### src/hw/dfrs_map.svh
`ifndef DFRS_MAP_SVH
`define DFRS_MAP_SVH
// register byte offsets
`define DFRS_CTRL_OFF       12'h000
`define DFRS_STAT_OFF       12'h004
`define DFRS_MFLT_OFF       12'h008
`define DFRS_UNIT_OFF       12'h00C
// control bit positions
`define DFRS_CTRL_START     0
`define DFRS_CTRL_PROTECT   1
`define DFRS_CTRL_MAINT     2
`define DFRS_CTRL_FCLR      3
`define DFRS_CTRL_MCLR      4
// maintenance fault bit positions
`define DFRS_MF_WRITE       0
`define DFRS_MF_HEAD        1
`define DFRS_MF_RW          2
`define DFRS_MF_CYL         3
`define DFRS_MF_VOLT        4
// reset values
`define DFRS_CTRL_RST       5'h00
`define DFRS_UNIT_RST       4'h0
// timing
`define DFRS_CLK_MHZ        200
`define DFRS_DIBIT_MS       350
`define DFRS_DIBIT_CYC      (`DFRS_DIBIT_MS * 1000 * `DFRS_CLK_MHZ)
`endif

### src/hw/dfrs_pkg.sv
package dfrs_pkg;
  // spindle and head sequencing states
  typedef enum logic [2:0] {
    DFRS_IDLE,
    DFRS_SPIN_UP,
    DFRS_LOAD,
    DFRS_READY_ST,
    DFRS_UNLOAD,
    DFRS_STOP
  } dfrs_seq_t;

  // drive sense inputs
  typedef struct packed {
    logic       read_sel;
    logic       write_gate;
    logic       ac_wr_cur;
    logic       dc_wr_cur;
    logic [4:0] head_sel;
    logic       on_cyl;
    logic [2:0] low_volt;
    logic       dibit;
  } dfrs_sense_t;

  // mechanical interlocks and status
  typedef struct packed {
    logic pack_present;
    logic cover_closed;
    logic breakers_on;
    logic up_to_speed;
    logic on_track0;
    logic heads_unloaded;
  } dfrs_mech_t;

  // actuator commands
  typedef struct packed {
    logic spindle_on;
    logic load_heads;
    logic unload_heads;
    logic write_enable;
  } dfrs_act_t;
endpackage

### src/hw/dfrs_top.sv
// The implementer's own choices: the address map and register access over APB.
`timescale 1ns/1ps
`include "dfrs_map.svh"
// Operation
// - ready only when up to speed, heads loaded, no fault
// - read and write together raise fault, latch read-write flag
// - write gate without ac write current raises fault
// - write without ac or dc current latches write fault flag
// - more than one head selected raises fault, latches head flag
// - read or write while off cylinder raises fault, latches flag
// - low voltage on any rail raises fault, latches voltage flag
// - no dibit for 350 ms with heads loaded raises fault
// - fault clear resets summary fault, leaves maintenance flags
// - unit maintenance blocks the unit selected response
// - unit number compared with controller select code
// - write protect disables writer and shows protected state
// - start spins up only with pack, cover closed, breakers on
// - start off unloads heads then stops spindle
// - head loading begins only after spindle reaches speed
// - loading done at track 0; commands only afterwards
// - up to speed status enables head loading
module dfrs_top (
  input  wire logic                 clk,      // 200 MHz drive clock
  input  wire logic                 rst,      // sync reset, high
  input  wire logic                 psel,     // apb select
  input  wire logic                 penable,  // apb enable
  input  wire logic                 pwrite,   // apb direction
  input  wire logic [11:0]          paddr,    // apb byte address
  input  wire logic [31:0]          pwdata,   // apb write data
  output logic      [31:0]          prdata,   // apb read data
  output logic                      pready,   // apb ready
  output logic                      pslverr,  // apb error
  input  wire dfrs_pkg::dfrs_sense_t sense,   // drive sense inputs
  input  wire dfrs_pkg::dfrs_mech_t  mech,    // interlocks and status
  input  wire logic [3:0]           sel_code, // controller unit code
  input  wire logic                 sel_req,  // controller select
  output dfrs_pkg::dfrs_act_t       act,      // actuator commands
  output logic                      unit_sel, // unit selected reply
  output logic                      ready,    // ready to controller
  output logic                      fault,    // summary fault
  output logic                      wprot_ind // write protected lamp
);
  import dfrs_pkg::*;

  logic [4:0]  ctrl;
  logic [3:0]  unit_num;
  wire  [4:0]  mflt;
  dfrs_seq_t   state;
  logic        loaded;
  logic        dibit_lost;
  logic        start_q;
  logic        multi_head;
  logic        c_rw, c_ac, c_wr, c_head, c_cyl, c_volt;
  logic        any_cause;
  logic        wr_stb, rd_stb, fclr, mclr;

  // apb decode: zero wait state, reads take flip-flop data
  assign wr_stb = psel && penable && pwrite;
  assign rd_stb = psel && !penable && !pwrite;
  assign pready = 1'b1;
  assign fclr   = wr_stb && paddr == `DFRS_CTRL_OFF
                  && pwdata[`DFRS_CTRL_FCLR];
  assign mclr   = wr_stb && paddr == `DFRS_CTRL_OFF
                  && pwdata[`DFRS_CTRL_MCLR];

  // control and unit number registers; clear bits are self-clearing
  always_ff @(posedge clk) begin
    if (rst) begin
      ctrl     <= `DFRS_CTRL_RST;
      unit_num <= `DFRS_UNIT_RST;
    end else if (wr_stb && paddr == `DFRS_CTRL_OFF) begin
      ctrl <= {2'b00, pwdata[2:0]};
    end else if (wr_stb && paddr == `DFRS_UNIT_OFF) begin
      unit_num <= pwdata[3:0];
    end
  end

  // read data registered in setup so it is stable in the access phase
  always_ff @(posedge clk) begin
    if (rst) begin
      prdata  <= 32'h0;
      pslverr <= 1'b0;
    end else if (psel && !penable) begin
      pslverr <= 1'b0;
      case (paddr)
        `DFRS_CTRL_OFF: prdata <= {27'h0, ctrl};
        `DFRS_STAT_OFF: prdata <= {24'h0, 1'(state == DFRS_READY_ST),
                                    loaded, mech.up_to_speed, fault,
                                    ready, unit_sel, wprot_ind,
                                    act.spindle_on};
        `DFRS_MFLT_OFF: prdata <= {27'h0, mflt};
        `DFRS_UNIT_OFF: prdata <= {28'h0, unit_num};
        default: begin
          prdata  <= 32'h0;
          pslverr <= 1'b1; // unmapped
        end
      endcase
      if (!rd_stb && paddr != `DFRS_CTRL_OFF && paddr != `DFRS_STAT_OFF
          && paddr != `DFRS_MFLT_OFF && paddr != `DFRS_UNIT_OFF)
        prdata <= 32'h0;
    end
  end

  // registered copy of start; the sequencer does not use it and acts on the start level
  always_ff @(posedge clk) begin
    if (rst) start_q <= 1'b0;
    else     start_q <= ctrl[`DFRS_CTRL_START];
  end

  // spindle and head sequencer
  always_ff @(posedge clk) begin
    if (rst) begin
      state <= DFRS_IDLE;
    end else begin
      case (state)
        DFRS_IDLE:
          if (ctrl[`DFRS_CTRL_START] && mech.pack_present
              && mech.cover_closed && mech.breakers_on)
            state <= DFRS_SPIN_UP;
        DFRS_SPIN_UP:
          if (!ctrl[`DFRS_CTRL_START]) state <= DFRS_UNLOAD;
          else if (mech.up_to_speed) state <= DFRS_LOAD;
        DFRS_LOAD:
          if (!ctrl[`DFRS_CTRL_START]) state <= DFRS_UNLOAD;
          else if (mech.on_track0) state <= DFRS_READY_ST;
        DFRS_READY_ST:
          if (!ctrl[`DFRS_CTRL_START]) state <= DFRS_UNLOAD;
        DFRS_UNLOAD:
          if (mech.heads_unloaded) state <= DFRS_STOP;
        DFRS_STOP:
          if (!mech.up_to_speed) state <= DFRS_IDLE;
        default: state <= DFRS_IDLE;
      endcase
    end
  end

  assign loaded = (state == DFRS_READY_ST);

  // spindle and head commands follow the sequencer state, write enable the protect bit
  always_ff @(posedge clk) begin
    if (rst) begin
      act <= '0;
    end else begin
      act.spindle_on   <= (state == DFRS_SPIN_UP || state == DFRS_LOAD
                           || state == DFRS_READY_ST
                           || state == DFRS_UNLOAD);
      act.load_heads   <= (state == DFRS_LOAD);
      act.unload_heads <= (state == DFRS_UNLOAD);
      act.write_enable <= !ctrl[`DFRS_CTRL_PROTECT];
    end
  end

  // fault causes, combined per cycle
  always_comb begin
    multi_head = 1'b0;
    for (int i = 0; i < 5; i++) begin
      for (int j = i + 1; j < 5; j++) begin
        if (sense.head_sel[i] && sense.head_sel[j]) multi_head = 1'b1;
      end
    end
  end
  assign c_rw   = sense.read_sel && sense.write_gate;
  assign c_ac   = sense.write_gate && !sense.ac_wr_cur;
  assign c_wr   = sense.write_gate
                  && (!sense.ac_wr_cur || !sense.dc_wr_cur);
  assign c_head = multi_head;
  assign c_cyl  = (sense.read_sel || sense.write_gate)
                  && !sense.on_cyl;
  assign c_volt = |sense.low_volt;
  assign any_cause = c_rw | c_ac | c_head | c_cyl | c_volt
                     | dibit_lost;

  dfrs_dibit_watch u_dibit (
    .clk     (clk),
    .rst     (rst),
    .armed   (loaded),
    .dibit   (sense.dibit),
    .timeout (dibit_lost)
  );

  // summary fault: a new cause wins over fault clear
  always_ff @(posedge clk) begin
    if (rst)            fault <= 1'b0;
    else if (any_cause) fault <= 1'b1;
    else if (fclr)      fault <= 1'b0;
  end

  // maintenance flags per bit; fault clear does not touch them
  logic [4:0] mset;
  assign mset = {c_volt, c_cyl, c_rw, c_head, c_wr};
  // one flop per flag keeps each bit with a single driver
  for (genvar k = 0; k < 5; k++) begin : g_mflt
    logic flag;
    always_ff @(posedge clk) begin
      if (rst)          flag <= 1'b0;
      else if (mset[k]) flag <= 1'b1;
      else if (mclr)    flag <= 1'b0;
    end
    assign mflt[k] = flag;
  end

  // interface responses
  always_ff @(posedge clk) begin
    if (rst) begin
      ready     <= 1'b0;
      unit_sel  <= 1'b0;
      wprot_ind <= 1'b0;
    end else begin
      ready     <= mech.up_to_speed && loaded && !fault
                   && !any_cause;
      unit_sel  <= sel_req && sel_code == unit_num
                   && !ctrl[`DFRS_CTRL_MAINT];
      wprot_ind <= ctrl[`DFRS_CTRL_PROTECT];
    end
  end

  a_ready_no_fault: assert property (@(posedge clk) disable iff (rst)
    ready |-> $past(mech.up_to_speed) && $past(loaded) && !$past(fault))
    else $error("ready without speed or loaded heads");
  a_rw_sets_fault: assert property (@(posedge clk) disable iff (rst)
    c_rw |=> fault && mflt[`DFRS_MF_RW])
    else $error("read write conflict not flagged");
  a_ac_sets_fault: assert property (@(posedge clk) disable iff (rst)
    c_ac |=> fault)
    else $error("missing ac current not faulted");
  a_write_flag_set: assert property (@(posedge clk) disable iff (rst)
    c_wr |=> mflt[`DFRS_MF_WRITE])
    else $error("write fault flag not latched");
  a_head_fault_set: assert property (@(posedge clk) disable iff (rst)
    multi_head |=> fault && mflt[`DFRS_MF_HEAD])
    else $error("head select fault not latched");
  a_cyl_fault_set: assert property (@(posedge clk) disable iff (rst)
    c_cyl |=> fault && mflt[`DFRS_MF_CYL])
    else $error("off cylinder fault not latched");
  a_volt_fault_set: assert property (@(posedge clk) disable iff (rst)
    c_volt |=> fault && mflt[`DFRS_MF_VOLT])
    else $error("voltage fault not latched");
  // a write flag set in the same cycle is a legal flag change
  a_clear_keeps_flags: assert property (@(posedge clk) disable iff (rst)
    fclr && !mclr && !any_cause && !c_wr
    |=> !fault && mflt == $past(mflt))
    else $error("fault clear misbehaved");
  a_maint_blocks_sel: assert property (@(posedge clk) disable iff (rst)
    ctrl[`DFRS_CTRL_MAINT] |=> !unit_sel)
    else $error("selected during unit maintenance");
  a_load_after_speed: assert property (@(posedge clk) disable iff (rst)
    state == DFRS_SPIN_UP && !mech.up_to_speed |=> state != DFRS_LOAD)
    else $error("loading before speed");
endmodule

### src/hw/dfrs_dibit_watch.sv
`timescale 1ns/1ps
`include "dfrs_map.svh"
module dfrs_dibit_watch #(
  parameter int unsigned LIMIT = `DFRS_DIBIT_CYC
) (
  input  wire logic clk,      // drive clock
  input  wire logic rst,      // sync reset
  input  wire logic armed,    // heads loaded
  input  wire logic dibit,    // servo dibit pulse
  output logic      timeout   // one-cycle loss pulse
);
  logic [26:0] cnt;

  // count quiet cycles while loaded; fire once per loss interval
  always_ff @(posedge clk) begin
    if (rst || !armed || dibit) begin
      cnt     <= 27'h0;
      timeout <= 1'b0;
    end else if (cnt == 27'(LIMIT - 1)) begin
      cnt     <= 27'h0;
      timeout <= 1'b1;
    end else begin
      cnt     <= cnt + 27'h1;
      timeout <= 1'b0;
    end
  end

  a_dibit_quiet_count: assert property (@(posedge clk) disable iff (rst)
    timeout |-> $past(armed) && !$past(dibit))
    else $error("dibit timeout without quiet loaded interval");
endmodule

### config.mk
export PLATFORM = sky130hd
export DESIGN_NAME = dfrs_top
export DESIGN_NICKNAME = d
export VERILOG_FILES = /design/src/hw/dfrs_pkg.sv /design/src/hw/dfrs_top.sv /design/src/hw/dfrs_dibit_watch.sv
export VERILOG_INCLUDE_DIRS = /design/src /design/src/hw
export SDC_FILE = /design/constraint.sdc
export NUM_CORES = 1
export LEC_CHECK = 0
export ABC_AREA = 0
export BUFFER_PORTS_ARGS = -buffer_cell sky130_fd_sc_hd__buf_2
export CAP_MARGIN = 0
export CORE_ASPECT_RATIO = 0.5
export CORE_UTILIZATION = 43
export DETAILED_ROUTE_END_ITERATION = 8
export GPL_TIMING_DRIVEN = 0
export HOLD_SLACK_MARGIN = 0.12
export PLACE_DENSITY = 0.87
export SLEW_MARGIN = 25
export SYNTH_ARGS = -nofsm -noshare
export SYNTH_HDL_FRONTEND = slang
export SYNTH_SLANG_ARGS = --single-unit
### constraint.sdc
create_clock -name clk -period 1.9 [get_ports clk]
set_input_delay 0.285 -clock clk [delete_from_list [all_inputs] [get_ports clk]]
set_output_delay 0.285 -clock clk [all_outputs]
set_load 0.01 [all_outputs]
Yosys cells after proc, flatten, opt, wreduce, memory -nomap -nowiden
Cells that the tools add are included.

Register bits after elaboration: 84. Bits of input ports: 74. Output and inout port bits: 42. Logic and storage cells: 143.

Add/sub/neg operators: 1. Equality and inequality tests: 19. Mux-type cells: 31. Bitwise operators: 6. Reductions and logical operators: 66.

Operators by type and width (count): $logic_and A1 B1 Y1 (34); $mux W32 (1); $pmux W8 S4 (1); $add A27 B1 Y27 const B (1); $eq A27 B27 Y1 const B (1); $eq A12 B4 Y1 const B (2); $mux W3 (8); $ne A12 B4 Y1 const B (2); $mux W1 (20); $pmux W3 S6 (1); $eq A12 B3 Y1 const B (1); $logic_not A12 Y1 (1); $ne A12 B3 Y1 const B (1); $reduce_bool A12 Y1 (1); $reduce_bool A2 Y1 (6); $logic_not A1 Y1 (11); $ne A2 B2 Y1 const B (4); $logic_or A1 B1 Y1 (7); $eq A3 B2 Y1 const B (2); $eq A3 B3 Y1 const B (2); $ne A3 B3 Y1 const B (2); $reduce_and A6 Y1 (1); $or A1 B1 Y1 (5); $eq A4 B4 Y1 (1); 7 further kinds (7).

Longest topological paths before layout
Gate-level depths: netlist (run 1).

Depth after elaboration: 17. Mapped depth: 7. Depth with buffers taken out: 6.

Modules after synthesis
From an unflattened synthesis (run 1), not the netlist that was laid out.

Cells, all modules: 342. Area, all modules: 2984.1 um^2.

By module, submodules not included: dfrs_top (instances 1, cells an instance 191, area each 1675.4 um^2, seq. area each 620.6 um^2); dfrs_dibit_watch (instances 1, cells an instance 151, area each 1308.8 um^2, seq. area each 560.5 um^2).

Worst setup path after synthesis (run 1)
Ideal clock, no wire load.

Path kind: input to register. Start point: input paddr[9]. End point: register g_mflt[4].flag. Setup time: 0.128 ns. Arrival time: 1.747 ns. Data required time: 1.772 ns. Slack: 0.025 ns. Cell stages on the path: 5. Path buffers: 0. Path through: or4_4 -> nor4_4 -> nand3_2 -> a2111oi_2 -> nor2_1.

Word-level cells in the longest chain between the ends: 4.

RTL lines: from (decl) (RTL line dfrs_top.sv:28) `input wire logic [11:0] paddr,`; $logic_not A12 Y1; $logic_and A1 B1 Y1 (no source line); $logic_and A1 B1 Y1 (RTL line dfrs_top.sv:63) `` assign mclr = wr_stb && paddr == `DFRS_CTRL_OFF ``; $reduce_bool A2 Y1 (no source line); to (signal assigned) (RTL line dfrs_top.sv:195) `if (rst) flag <= 1'b0;`; to (signal assigned) (RTL line dfrs_top.sv:196) `else if (mset[k]) flag <= 1'b1;`; to (signal assigned) (RTL line dfrs_top.sv:197) `else if (mclr) flag <= 1'b0;`; to (decl) (RTL line dfrs_top.sv:193) `logic flag;`.

No other way between the ends. A chain may end at the register's enable or synchronous reset.

Final worst setup path (run 1)
Start point: register u_dibit.cnt[20]. End point: register u_dibit.cnt[0].

Word-level cells in the longest chain between the ends: 2.

RTL lines: from (decl) (RTL line dfrs_dibit_watch.sv:12) `logic [26:0] cnt;`; from (signal assigned) (RTL line dfrs_dibit_watch.sv:23) `cnt <= cnt + 27'h1;`; $eq A27 B27 Y1 (RTL line dfrs_dibit_watch.sv:19) `end else if (cnt == 27'(LIMIT - 1)) begin`; $reduce_or A2 Y1 (no source line).

No other way between the ends.

==> key figures, run 1 <==
Finish
  • Ratio of cells with drive above 1 in the final layout: approximately a third
  • Fillers: roughly 520
  • Synth-to-Final Area Change: 34.0%
  • Post-layout nets: between 500 and 600
  • Area of the multi-input gates: between 1500 and 2000 um2
  • Commonest non-fill, non-tap cell in the layout: buf_2
  • Reg area: 1190 um2
  • Fin area: about 3800 um2
  • Most frequent cells in the layout: 62 x buf_2, 53 x dfxtp_1, 50 x nor2_1
  • Final Util: between 60% and 70%
  • Antenna diodes: 0

Critical path
  • WP data required: 2.12 ns
  • Startpoint class of the critical path: flip-flop
  • Worst path cell trace: or4b_4 -> nor4_4 -> nand4_1 -> nand2_4 -> buf_6 -> nor2_1
  • FF-to-FF setup slack: 0.01 ns
  • Critical path's slowest cell: or4b_4
  • WP buf/inv: 1
  • Worst path max stage delay: 0.54 ns
  • Reg2reg end: u_dibit.cnt[0]
  • Cell family with most CP delay: simple AND/OR/NAND/NOR gates
  • Critical path capture point type: flip-flop
  • Crit-path max FO: 5
  • WS Path Type: flip-flop to flip-flop
  • Cells on worst reg2reg path: 6
  • R2R Path Start: u_dibit.cnt[20]
  • WP data arrival: 2.11 ns

Clock network
  • H-tree levels: 3
  • CTS clk-pin slew, worst paths: roughly 0.05 ns
  • Clock root buffer: clkbuf_16
  • Max clock buf depth: 2
  • Clk_lat worst skew: roughly 0.33 ns
  • Clock Sink Count: between 50 and 60
  • CTS tree: done
  • CTS buffer count: 9

Timing
  • F_max: about 530 MHz
  • Fin crit share: between 90% and 100%
  • Min Hold Slack: about 0.19 ns
  • Setup violations, final: 0
  • RSZ-0062 raised after global routing: yes
  • Fin crit period: between 1.5 and 2 ns
  • Setup tns final: 0 ns
  • Skew final: 0.00536 ns
  • Max_slew headroom: 46.7%
  • Final hold vios: 0
  • Worst slew pin tran: just under 0.8 ns
  • Pins over their slew limit: 0

Power and ir drop
  • Clock Power Share: between 50% and 60%
  • P_sw: a little over 700 uW
  • Max IR drop VDD: approximately 0.00037 V
  • Sequential Power Share: between 40% and 50%
  • Leakage power: approximately 0.0016 uW
  • Sw Ratio: a little under a quarter
  • Power Density: 807 nW/um2
  • Combinational cell fraction of total power: 6.3%
  • Internal power: 2370 uW

Floorplanning
  • Die area: just under 7000 um2
  • Chip width: around 120 um
  • Starting density of the core: 45.7%
  • Core Region: 6210 um2
  • Num ports: roughly 120
  • Die height: about 60 um
  • Number of cell rows: 20

Yosys
  • YS warnings: 0
  • Synthesized area: 2840 um2
  • Syn avg cell area: ~8.5 um2
  • Post-synth top area share: 41.6%
  • Synth Flop Type: dfxtp_1
  • Number of synthesized flops with an enable pin: 0
  • Synth area leaders: dfxtp_1 42%, nor2_1 7.3%, buf_4 6.9%, xor2_1 6.8%, nand3_1 5.6%
  • FFs w/ async S/R, synth: 0%
  • FF+latch count, synth: 59
  • Sequential area share after synthesis: a little over two fifths
  • Post-synth cell types: 47
  • Syn Inst Count: between 300 and 400
  • Post-synth top area cell: dfxtp_1

Run
  • MaxCap Viol Count: 0

Routing
  • Vias: around 2600
  • Vias per inst: about 5
  • TritonRoute pass-1 iters: 5
  • Drt wl/cell: about 13 um
  • Antenna-violating nets left: 0
  • DR iter-0 viols: about 190
  • # DRC: 0
  • Final WL: 6.71 mm

Global route
  • Largest net degree at the start of global routing: 13
  • Total global routing track utilization: 20.2%
  • First-pass GRT wire length: 10.4 mm
  • Initial antenna violation count: 0
  • Grt ovf: 0
  • Number of global-route vias before repair: roughly 2300

Worst hold path
  • Min-Delay Endpoint: g_mflt[4].flag
  • Hold crit path type: primary input to flip-flop
  • Hold Path Depth: 3
  • Hold path startpoint: sense[2]

Placement
  • Post-detail-place hpwl: 4.57 mm
  • RePlAce Congestion: 0.848
  • Quantity of I/O buffers inserted on ports: between 60 and 70
  • Area after DPL: 3340 um2

Outcome
  • Status: finished clean
## worst max path at each step
| stage | startpoint | endpoint | cells after the start |
|---|---|---|---|
| after floorplan | paddr[9] | g_mflt[4].flag | 5 |
| after global placement | paddr[9] | g_mflt[4].flag | 6 |
| after detailed placement | paddr[9] | g_mflt[4].flag | 6 |
| after CTS | paddr[9] | g_mflt[4].flag | 6 |
| after global routing | u_dibit.cnt[13] | u_dibit.cnt[16] | 6 |
| final | u_dibit.cnt[20] | u_dibit.cnt[0] | 6 |
## worst reg2reg max path, cell delays in order, from the launching register on
cell     delay [ns]
dfxtp_2        0.32
or4b_4         0.54
nor4_4         0.28
nand4_1        0.24
nand2_4        0.21
buf_6          0.15
nor2_1         0.05
## cell families (layout without fill, tap and decap cells)
group,Yosys count,after routing,share of synthesized area (%)
AND/OR/NAND/NOR,160,160,27.9
buffers and inverters,42,129,9.57
multiplexers,7,7,3.84
adder cells (fa/ha/maj),2,2,0.794
AO/OA/AOI/OAI,31,31,6.75
XOR/XNOR,30,30,9.26
other,2,25,0.265
flip-flops,59,59,41.6
## power groups by stage
| stage | Clock [uW] | Combinational (uW) | Sequential [uW] |
|---|---|---|---|
| 2_1_floorplan | 0 | 116 | 1280 |
| 3_3_place_gp | 0 | 188 | 1280 |
| 3_5_place_dp | 0 | 192 | 1280 |
| 4_1_cts | 1640 | 193 | 1260 |
| 5_1_grt | 1690 | 217 | 1260 |
| 6_report | 1620 | 194 | 1260 |
## state kept, by name (all words and copies together) (netlist names)
| register | cells |
|---|---|
| u_dibit.cnt | 27 |
| wprot_ind | 1 |
| pslverr | 1 |
| act | 4 |
| unit_sel | 1 |
| prdata | 7 |
| ready | 1 |
| unit_num | 4 |
| u_dibit.timeout | 1 |
| fault | 1 |
| state | 3 |
| g_mflt.flag | 5 |
| ctrl | 3 |
## through the flow
stage | cells | worst slack (ns) | total power [uW]
floorplan | 356 | 0.0251 | 1400
global placement | 505 | -0.244 | 1470
detailed placement | 505 | -0.296 | 1480
CTS | 525 | 0.0484 | 3090
global route | 531 | -0.0610 | 3170
finish | 531 | 0.0104 | 3070
## routing by layer
| metal | vias up | routed length [um] | global-route usage (%) | share of wire, % |
|---|---|---|---|---|
| met5 | - | 0 | 0 | 0 |
| met4 | 0 | 65 | 5.97 | 0.97 |
| met3 | 8 | 507 | 9.51 | 7.6 |
| met2 | 92 | 3330 | 34.1 | 50 |
| met1 | 1198 | 2810 | 23.3 | 42 |
| li1 | 1300 | - | - | - |
## layout make-up
class	instances	share of cell area (%)
Buffer	37	6.64
Sequential cell	59	31.3
Tap cell	88	2.89
Inverter	4	0.395
Timing Repair Buffer	72	10.7
Clock inverter	7	2.01
Clock buffer	9	5.92
Multi-Input combinational cell	255	40.1
## Yosys cell counts, drive strengths merged (3+ instances only)
master and instances:
xnor2 8, inv 4, nand3 33, nor2 55, or4 3, nor2b 4, nand2 29, buf 30
a21oi 19, clkbuf 8, xor2 22, dfxtp 59, nand2b 3, nor4 8, mux2i 3, nor3 7
nand4 7, mux4 3, and3 3
## what timing repair did
item | CTS | global route
buffers inserted | 2 | 7
resized for setup | 9 | 14
pin swaps | 3 | 6
setup endpoints to repair | 26 | 28
gates cloned | 2 | 0
hold buffers | 0 | 0
No activity file was read; power rests on OpenSTA's default activity.
==> run 2, diff against run 1 <==
CORE_UTILIZATION = 44   (was 43)
PLACE_DENSITY = 0.88   (was 0.87)
SYNTH_HIERARCHICAL = 1   (was not set)
==> run 2 against run 1 <==
  * The run now ends with setup timing left
  * Fmax decreased by 0.90%
  * Flip-flop and latch count unchanged
  * Count of clock-buffer cells in the layout unchanged
  * Largest power group unchanged
==> key figures, run 2 <==
Timing
  • Fin crit share: 100%
  • Fin crit period: around 1.9 ns
  • Min Hold Slack: 0.198 ns
  • RSZ-0062 raised after global routing: yes
  • Skew final: roughly 0.004 ns
  • Worst setup margin: -0.00684 ns
  • Setup tns final: -0.00684 ns
  • Final hold vios: 0
  • F_max: about 520 MHz
  • Setup violations, final: 1
  • Pins over their slew limit: 0

Critical path
  • Critical path capture point type: flip-flop
  • WP data required: roughly 2.2 ns
  • WS Path Type: flip-flop to flip-flop
  • Startpoint class of the critical path: flip-flop
  • WP data arrival: about 2.2 ns
  • Crit-path max FO: 6

Yosys
  • Post-synth cell types: 54
  • Most frequent cells after synthesis: 59 x dfxtp_1, 32 x buf_4, 28 x nor2_1
  • Most frequent cell after synthesis: dfxtp_1
  • Synthesized area: between 2000 and 3000 um2
  • Synth Flop Type: dfxtp_1
  • Synth area leaders: dfxtp_1 40%, buf_4 8.1%, a21oi_1 3.7%, nor2_1 3.5%, nand2_1 2.8%
  • Syn avg cell area: a little under 9 um2
  • Number of synthesized flops with an enable pin: 0
  • FFs w/ async S/R, synth: 0%
  • Sequential area share after synthesis: approximately two fifths
  • Post-synth top area share: approximately two fifths
  • Post-synth top area cell: dfxtp_1
  • Syn Inst Count: approximately 340
  • YS warnings: 6
  • FF+latch count, synth: 59

Floorplanning
  • Die area: about 7100 um2
  • Num ports: between 100 and 150
  • Core Region: 6310 um2
  • Chip width: ~120 um
  • Die height: around 60 um
  • Number of cell rows: 20
  • Starting density of the core: a little under half

Placement
  • Quantity of I/O buffers inserted on ports: between 60 and 70
  • Post-detail-place hpwl: between 4 and 5 mm
  • RePlAce Congestion: 0.816
  • Total placed cells including tap cells: around 510

Finish
  • Antenna diodes: 0
  • Area of the multi-input gates: between 1500 and 2000 um2
  • Ratio of cells with drive above 1 in the final layout: a little over a third
  • Max reg flops: 27
  • Most frequent cells in the layout: 63 x buf_2, 48 x dfxtp_1, 36 x buf_4
  • Post-layout nets: approximately 520
  • Biggest regs: u_dibit/cnt x27, prdata x7, g_mflt.flag x5
  • Commonest non-fill, non-tap cell in the layout: buf_2
  • Final std cells w/o fill: roughly 540
  • Fillers: ~500
  • Final Util: between 60 and 70%
  • Reg area: between 1000 and 1500 um2
  • Most flops, register: u_dibit/cnt
  • Synth-to-Final Area Change: 32.0%

Global route
  • Largest net degree at the start of global routing: 12
  • First-pass GRT wire length: between 10 and 15 mm
  • Total global routing track utilization: between 20% and 30%
  • Number of global-route vias before repair: about 2500
  • Initial antenna violation count: 0
  • Grt ovf: 0

Routing
  • DR iter-0 viols: between 200 and 250
  • TritonRoute pass-1 iters: 5
  • Vias: ~2800
  • Final WL: between 7 and 8 mm
  • Antenna-violating nets left: 0
  • Drt wl/cell: 13.2 um
  • # DRC: 0
  • Vias per inst: roughly 5.2

Outcome
  • Failing checks: setup timing
  • Status: finished with violations

Clock network
  • CTS tree: done
  • CTS buffer count: 9
  • H-tree levels: 3
  • Max clock buf depth: 2
  • Clock root buffer: clkbuf_16
  • Hold Buf Count CTS: 0
  • Clock Sink Count: 59
  • Clk_lat worst skew: approximately 0.33 ns
  • CTS clk-pin slew, worst paths: 0.05 ns

Power and ir drop
  • Leakage power: between 0.0015 and 0.002 uW
  • Max IR drop VDD: approximately 0.00050 V
  • Power Density: 788 nW/um2
  • Total chip power: 3100 uW

Run
  • MaxCap Viol Count: 0

Worst hold path
  • Hold crit path type: primary input to flip-flop
==> run 2: changes by cell type after synthesis, moves of 5 or more <==
cell | previous run | this run
o31ai_1 | 1 | 8
nand2_1 | 28 | 22
nand3_1 | 32 | 15
or4_1 | 2 | 7
nor2_1 | 55 | 28
xor2_1 | 22 | 8
nand2b_1 | 3 | 11
buf_4 | 26 | 32
o21ai_0 | 2 | 13
inv_1 | 4 | 13
==> run 2: cell families (layout without fill, tap and decap cells) <==
family	count (synthesis)	after routing	share of synthesized area, %
AO/OA/AOI/OAI	58	58	12.0
other	2	25	0.252
AND/OR/NAND/NOR	140	140	26.9
multiplexers	9	9	4.36
XOR/XNOR	17	17	4.99
adder cells (fa/ha/maj)	2	2	0.755
buffers and inverters	55	137	11.2
flip-flops	59	59	39.6
==> run 2: timing repair <==
action | 4_1_cts | 5_1_grt
gates cloned | 0 | 1
gates resized for setup | 18 | 18
endpoints found under the setup margin | 26 | 26
setup buffers | 1 | 6
pin swaps | 3 | 10
==> run 2: worst paths after layout <==
kind	slack, ns	end	cells after the start	startpoint
setup / recovery	-0.007	u_dibit/cnt[18]	5	u_dibit/cnt[0]
hold / removal	0.20	unit_sel	3	sel_req
setup reg to reg	-0.007	u_dibit/cnt[18]	5	u_dibit/cnt[0]
hold reg to reg	0.45	prdata[1]	2	prdata[1]
==> run 2: per-layer routing <==
metal,share of wire (%),wire [um],vias to the layer above,GRT usage (%)
met2,48,3390,99,37.1
met3,6.8,478,16,8.02
met5,0,0,-,0
met1,43,3010,1285,21.3
li1,-,-,1361,-
met4,2.7,193,0,8.14
==> run 2: through the flow <==
step,worst slack [ns],cell area (um2)
6_report,-0.00684,3940
4_1_cts,0.00275,3820
5_1_grt,-0.0509,3940
3_5_place_dp,-0.261,3490
2_1_floorplan,0.00308,3080
3_3_place_gp,-0.199,3490
==> run 2: critical path, stage by stage, from the launching register on <==
cell,delay [ns]
dfxtp_4,0.37
ha_4,0.14
nand3_4,0.10
or4_4,0.57
or4_4,0.53
a21oi_2,0.13
==> run 2: power breakdown <==
group          switching [uW]  leakage [uW]  internal [uW]
registers                52.2      0.000485           1280
clock network             579      0.000123            872
logic                     153      0.000967            169
==> run 2: final cells by class <==
class	count	area share [%]
Multi-Input combinational cell	251	41.9
Sequential cell	59	30.7
Timing Repair Buffer	69	9.21
Buffer	39	7.27
Clock buffer	9	5.72
Tap cell	88	2.80
Inverter	13	1.24
Clock inverter	7	1.14
==> run 3, diff against run 2 <==
CORE_ASPECT_RATIO = not set   (was 0.5)
==> run 3 against run 2 <==
  * The flow finishes with violations (DRC)
  * Sequential share of layout area up 0.60 points
  * Critical path depth unchanged
  * Clock power down 9.7%
  * First-iteration DRC count down 60%
  * Setup slack better by 0.063 ns
  * Register-to-register slack better by 0.06 ns
  * Count of clock-buffer cells in the layout unchanged
  * Die area down 0.28%
  * Sequential power about the same
  * Non-clock buffer count down 1
==> key figures, run 3 (synthesis results as in run 2) <==
Outcome
  • Status: finished with violations
  • Failing checks: DRC

Critical path
  • Startpoint class of the critical path: flip-flop
  • Critical path capture point type: flip-flop
  • Worst path max stage delay: 0.59 ns
  • Cells on worst reg2reg path: 5
  • R2R Path Start: u_dibit/cnt[2]
  • WP data arrival: 2.13 ns
  • Reg2reg end: u_dibit/cnt[19]
  • Worst path cell trace: nand4_2 -> or4_4 -> buf_8 -> or3_1 -> a21oi_2
  • WP data required: ~2.2 ns
  • Critical path's slowest cell: or4_4
  • FF-to-FF setup slack: around 0.056 ns
  • WS Path Type: flip-flop to flip-flop
  • Crit-path max FO: 10

Placement
  • Quantity of I/O buffers inserted on ports: 61
  • RePlAce Congestion: just under 0.9
  • Post-detail-place hpwl: between 5 and 6 mm
  • Area after DPL: between 3000 and 4000 um2

Global route
  • Number of global-route vias before repair: 2594
  • Largest net degree at the start of global routing: 13
  • Grt ovf: 0
  • Total global routing track utilization: between 20 and 25%
  • Initial antenna violation count: 0
  • First-pass GRT wire length: 11.4 mm

Run
  • MaxCap Viol Count: 0

Finish
  • Most flops, register: u_dibit/cnt
  • Fin area: a little under 4000 um2
  • Synth-to-Final Area Change: 30.0%
  • Most frequent cells in the layout: 63 x buf_2, 48 x dfxtp_1, 34 x buf_4
  • Post-layout nets: approximately 520
  • Ratio of cells with drive above 1 in the final layout: 35.0%
  • Commonest non-fill, non-tap cell in the layout: buf_2
  • Max reg flops: 27
  • Antenna diodes: 0
  • Fillers: 546
  • Biggest regs: u_dibit/cnt x27, prdata x7, g_mflt.flag x5

Timing
  • Fin crit period: 1.84 ns
  • Fin crit share: between 90% and 100%
  • Setup tns final: 0 ns
  • F_max: 542 MHz
  • Pins over their slew limit: 0
  • Final hold vios: 0
  • Skew final: ~0.011 ns
  • Setup violations, final: 0
  • RSZ-0062 raised after global routing: yes

Clock network
  • Max clock buf depth: 2
  • CTS clk-pin slew, worst paths: 0.07 ns
  • H-tree levels: 3
  • Clk_lat worst skew: 0.35 ns
  • Hold Buf Count CTS: 0
  • CTS buffer count: 9
  • Clock Sink Count: 59
  • CTS tree: done
  • Clock root buffer: clkbuf_8

Routing
  • Vias: roughly 2700
  • Antenna-violating nets left: 0
  • TritonRoute pass-1 iters: 9
  • Drt wl/cell: 13.4 um
  • Vias per inst: about 5.2
  • DR iter-0 viols: 85
  • Final WL: between 7 and 8 mm
  • # DRC: 12

Floorplanning
  • Core Region: about 6500 um2
  • Die area: between 7000 and 8000 um2
  • Number of cell rows: 29
  • Starting density of the core: a little under half
  • Chip width: approximately 84 um
  • Die height: around 84 um
  • Num ports: about 120

Worst hold path
  • Hold path startpoint: sel_req
  • Hold crit path type: primary input to flip-flop
  • Min-Delay Endpoint: unit_sel
  • Hold Path Depth: 3

Power and ir drop
  • Leakage power: between 0.0015 and 0.002 uW
  • Power Density: ~760 nW/um2
  • Max IR drop VDD: 0.000378 V
  • Total chip power: 2960 uW
run 3: changes by cell type in the layout (fill, tap and decap cells not counted), sizes merged:
cell	before	now
clkinvlp	4	0
bufinv	0	2
inv	13	15
buf	104	103
run 3: repair_timing:
action,4_1_cts,5_1_grt
buffers inserted,5,1
cloned,1,0
resized for setup,20,19
pin swaps,5,9
hold endpoints to repair,0,0
endpoints found under the setup margin,26,23
run 3: cell type report:
class | count | area [um2] | share of cell area (%)
tap | 77 | 96.3 | 2.48
sequential | 59 | 1210 | 31.3
timing repair buffer | 68 | 363 | 9.35
multi-input combinational | 251 | 1650 | 42.4
clock inverter | 7 | 100 | 2.58
inverter | 13 | 48.8 | 1.26
buffer | 39 | 287 | 7.39
clock buffer | 9 | 124 | 3.19
run 3: worst max path at each step:
stage,slack [ns],from,to
2_1_floorplan,0.003,state[0],u_dibit/cnt[25]
3_3_place_gp,-0.18,state[0],u_dibit/cnt[24]
3_5_place_dp,-0.25,state[0],u_dibit/cnt[24]
4_1_cts,0.01,state[2],u_dibit/cnt[9]
5_1_grt,-0.007,u_dibit/cnt[0],u_dibit/cnt[19]
6_report,0.06,u_dibit/cnt[2],u_dibit/cnt[19]
run 3: metrics by stage:
step / setup WS (ns) / std cells / hold slack [ns] / util [%]
6_report: 0.0559 / 523 / 0.171 / 60.1
5_1_grt: -0.00745 / 523 / 0.171 / 60.1
4_1_cts: 0.0148 / 522 / 0.167 / 58.9
3_5_place_dp: -0.253 / 503 / 0.440 / 53.9
3_3_place_gp: -0.179 / 503 / 0.433 / 53.9
2_1_floorplan: 0.00308 / 365 / 0.411 / -
run 3: power breakdown:
| group | total [uW] | internal, uW | switching (uW) |
|---|---|---|---|
| sequential | 1330 | 1280 | 53.0 |
| combinational | 318 | 169 | 150 |
| clock | 1310 | 749 | 558 |
| total | 2960 | 2200 | 761 |
run 3: per-layer routing:
layer / share of wire [%] / global-route usage [%] / wire length [um]
met5: 0 / 0 / 0
met4: 2.0 / 10.6 / 139
met1: 41 / 21.7 / 2850
met2: 51 / 36.8 / 3590
met3: 6.3 / 4.13 / 439
run 3: critical path: cells and delay by family, from the launching register on:
kind                   cells  cell delay (ns)
AND/OR/NAND/NOR            3             1.11
flip-flops                 1             0.39
AO/OA/AOI/OAI              1             0.11
buffers and inverters      1             0.16
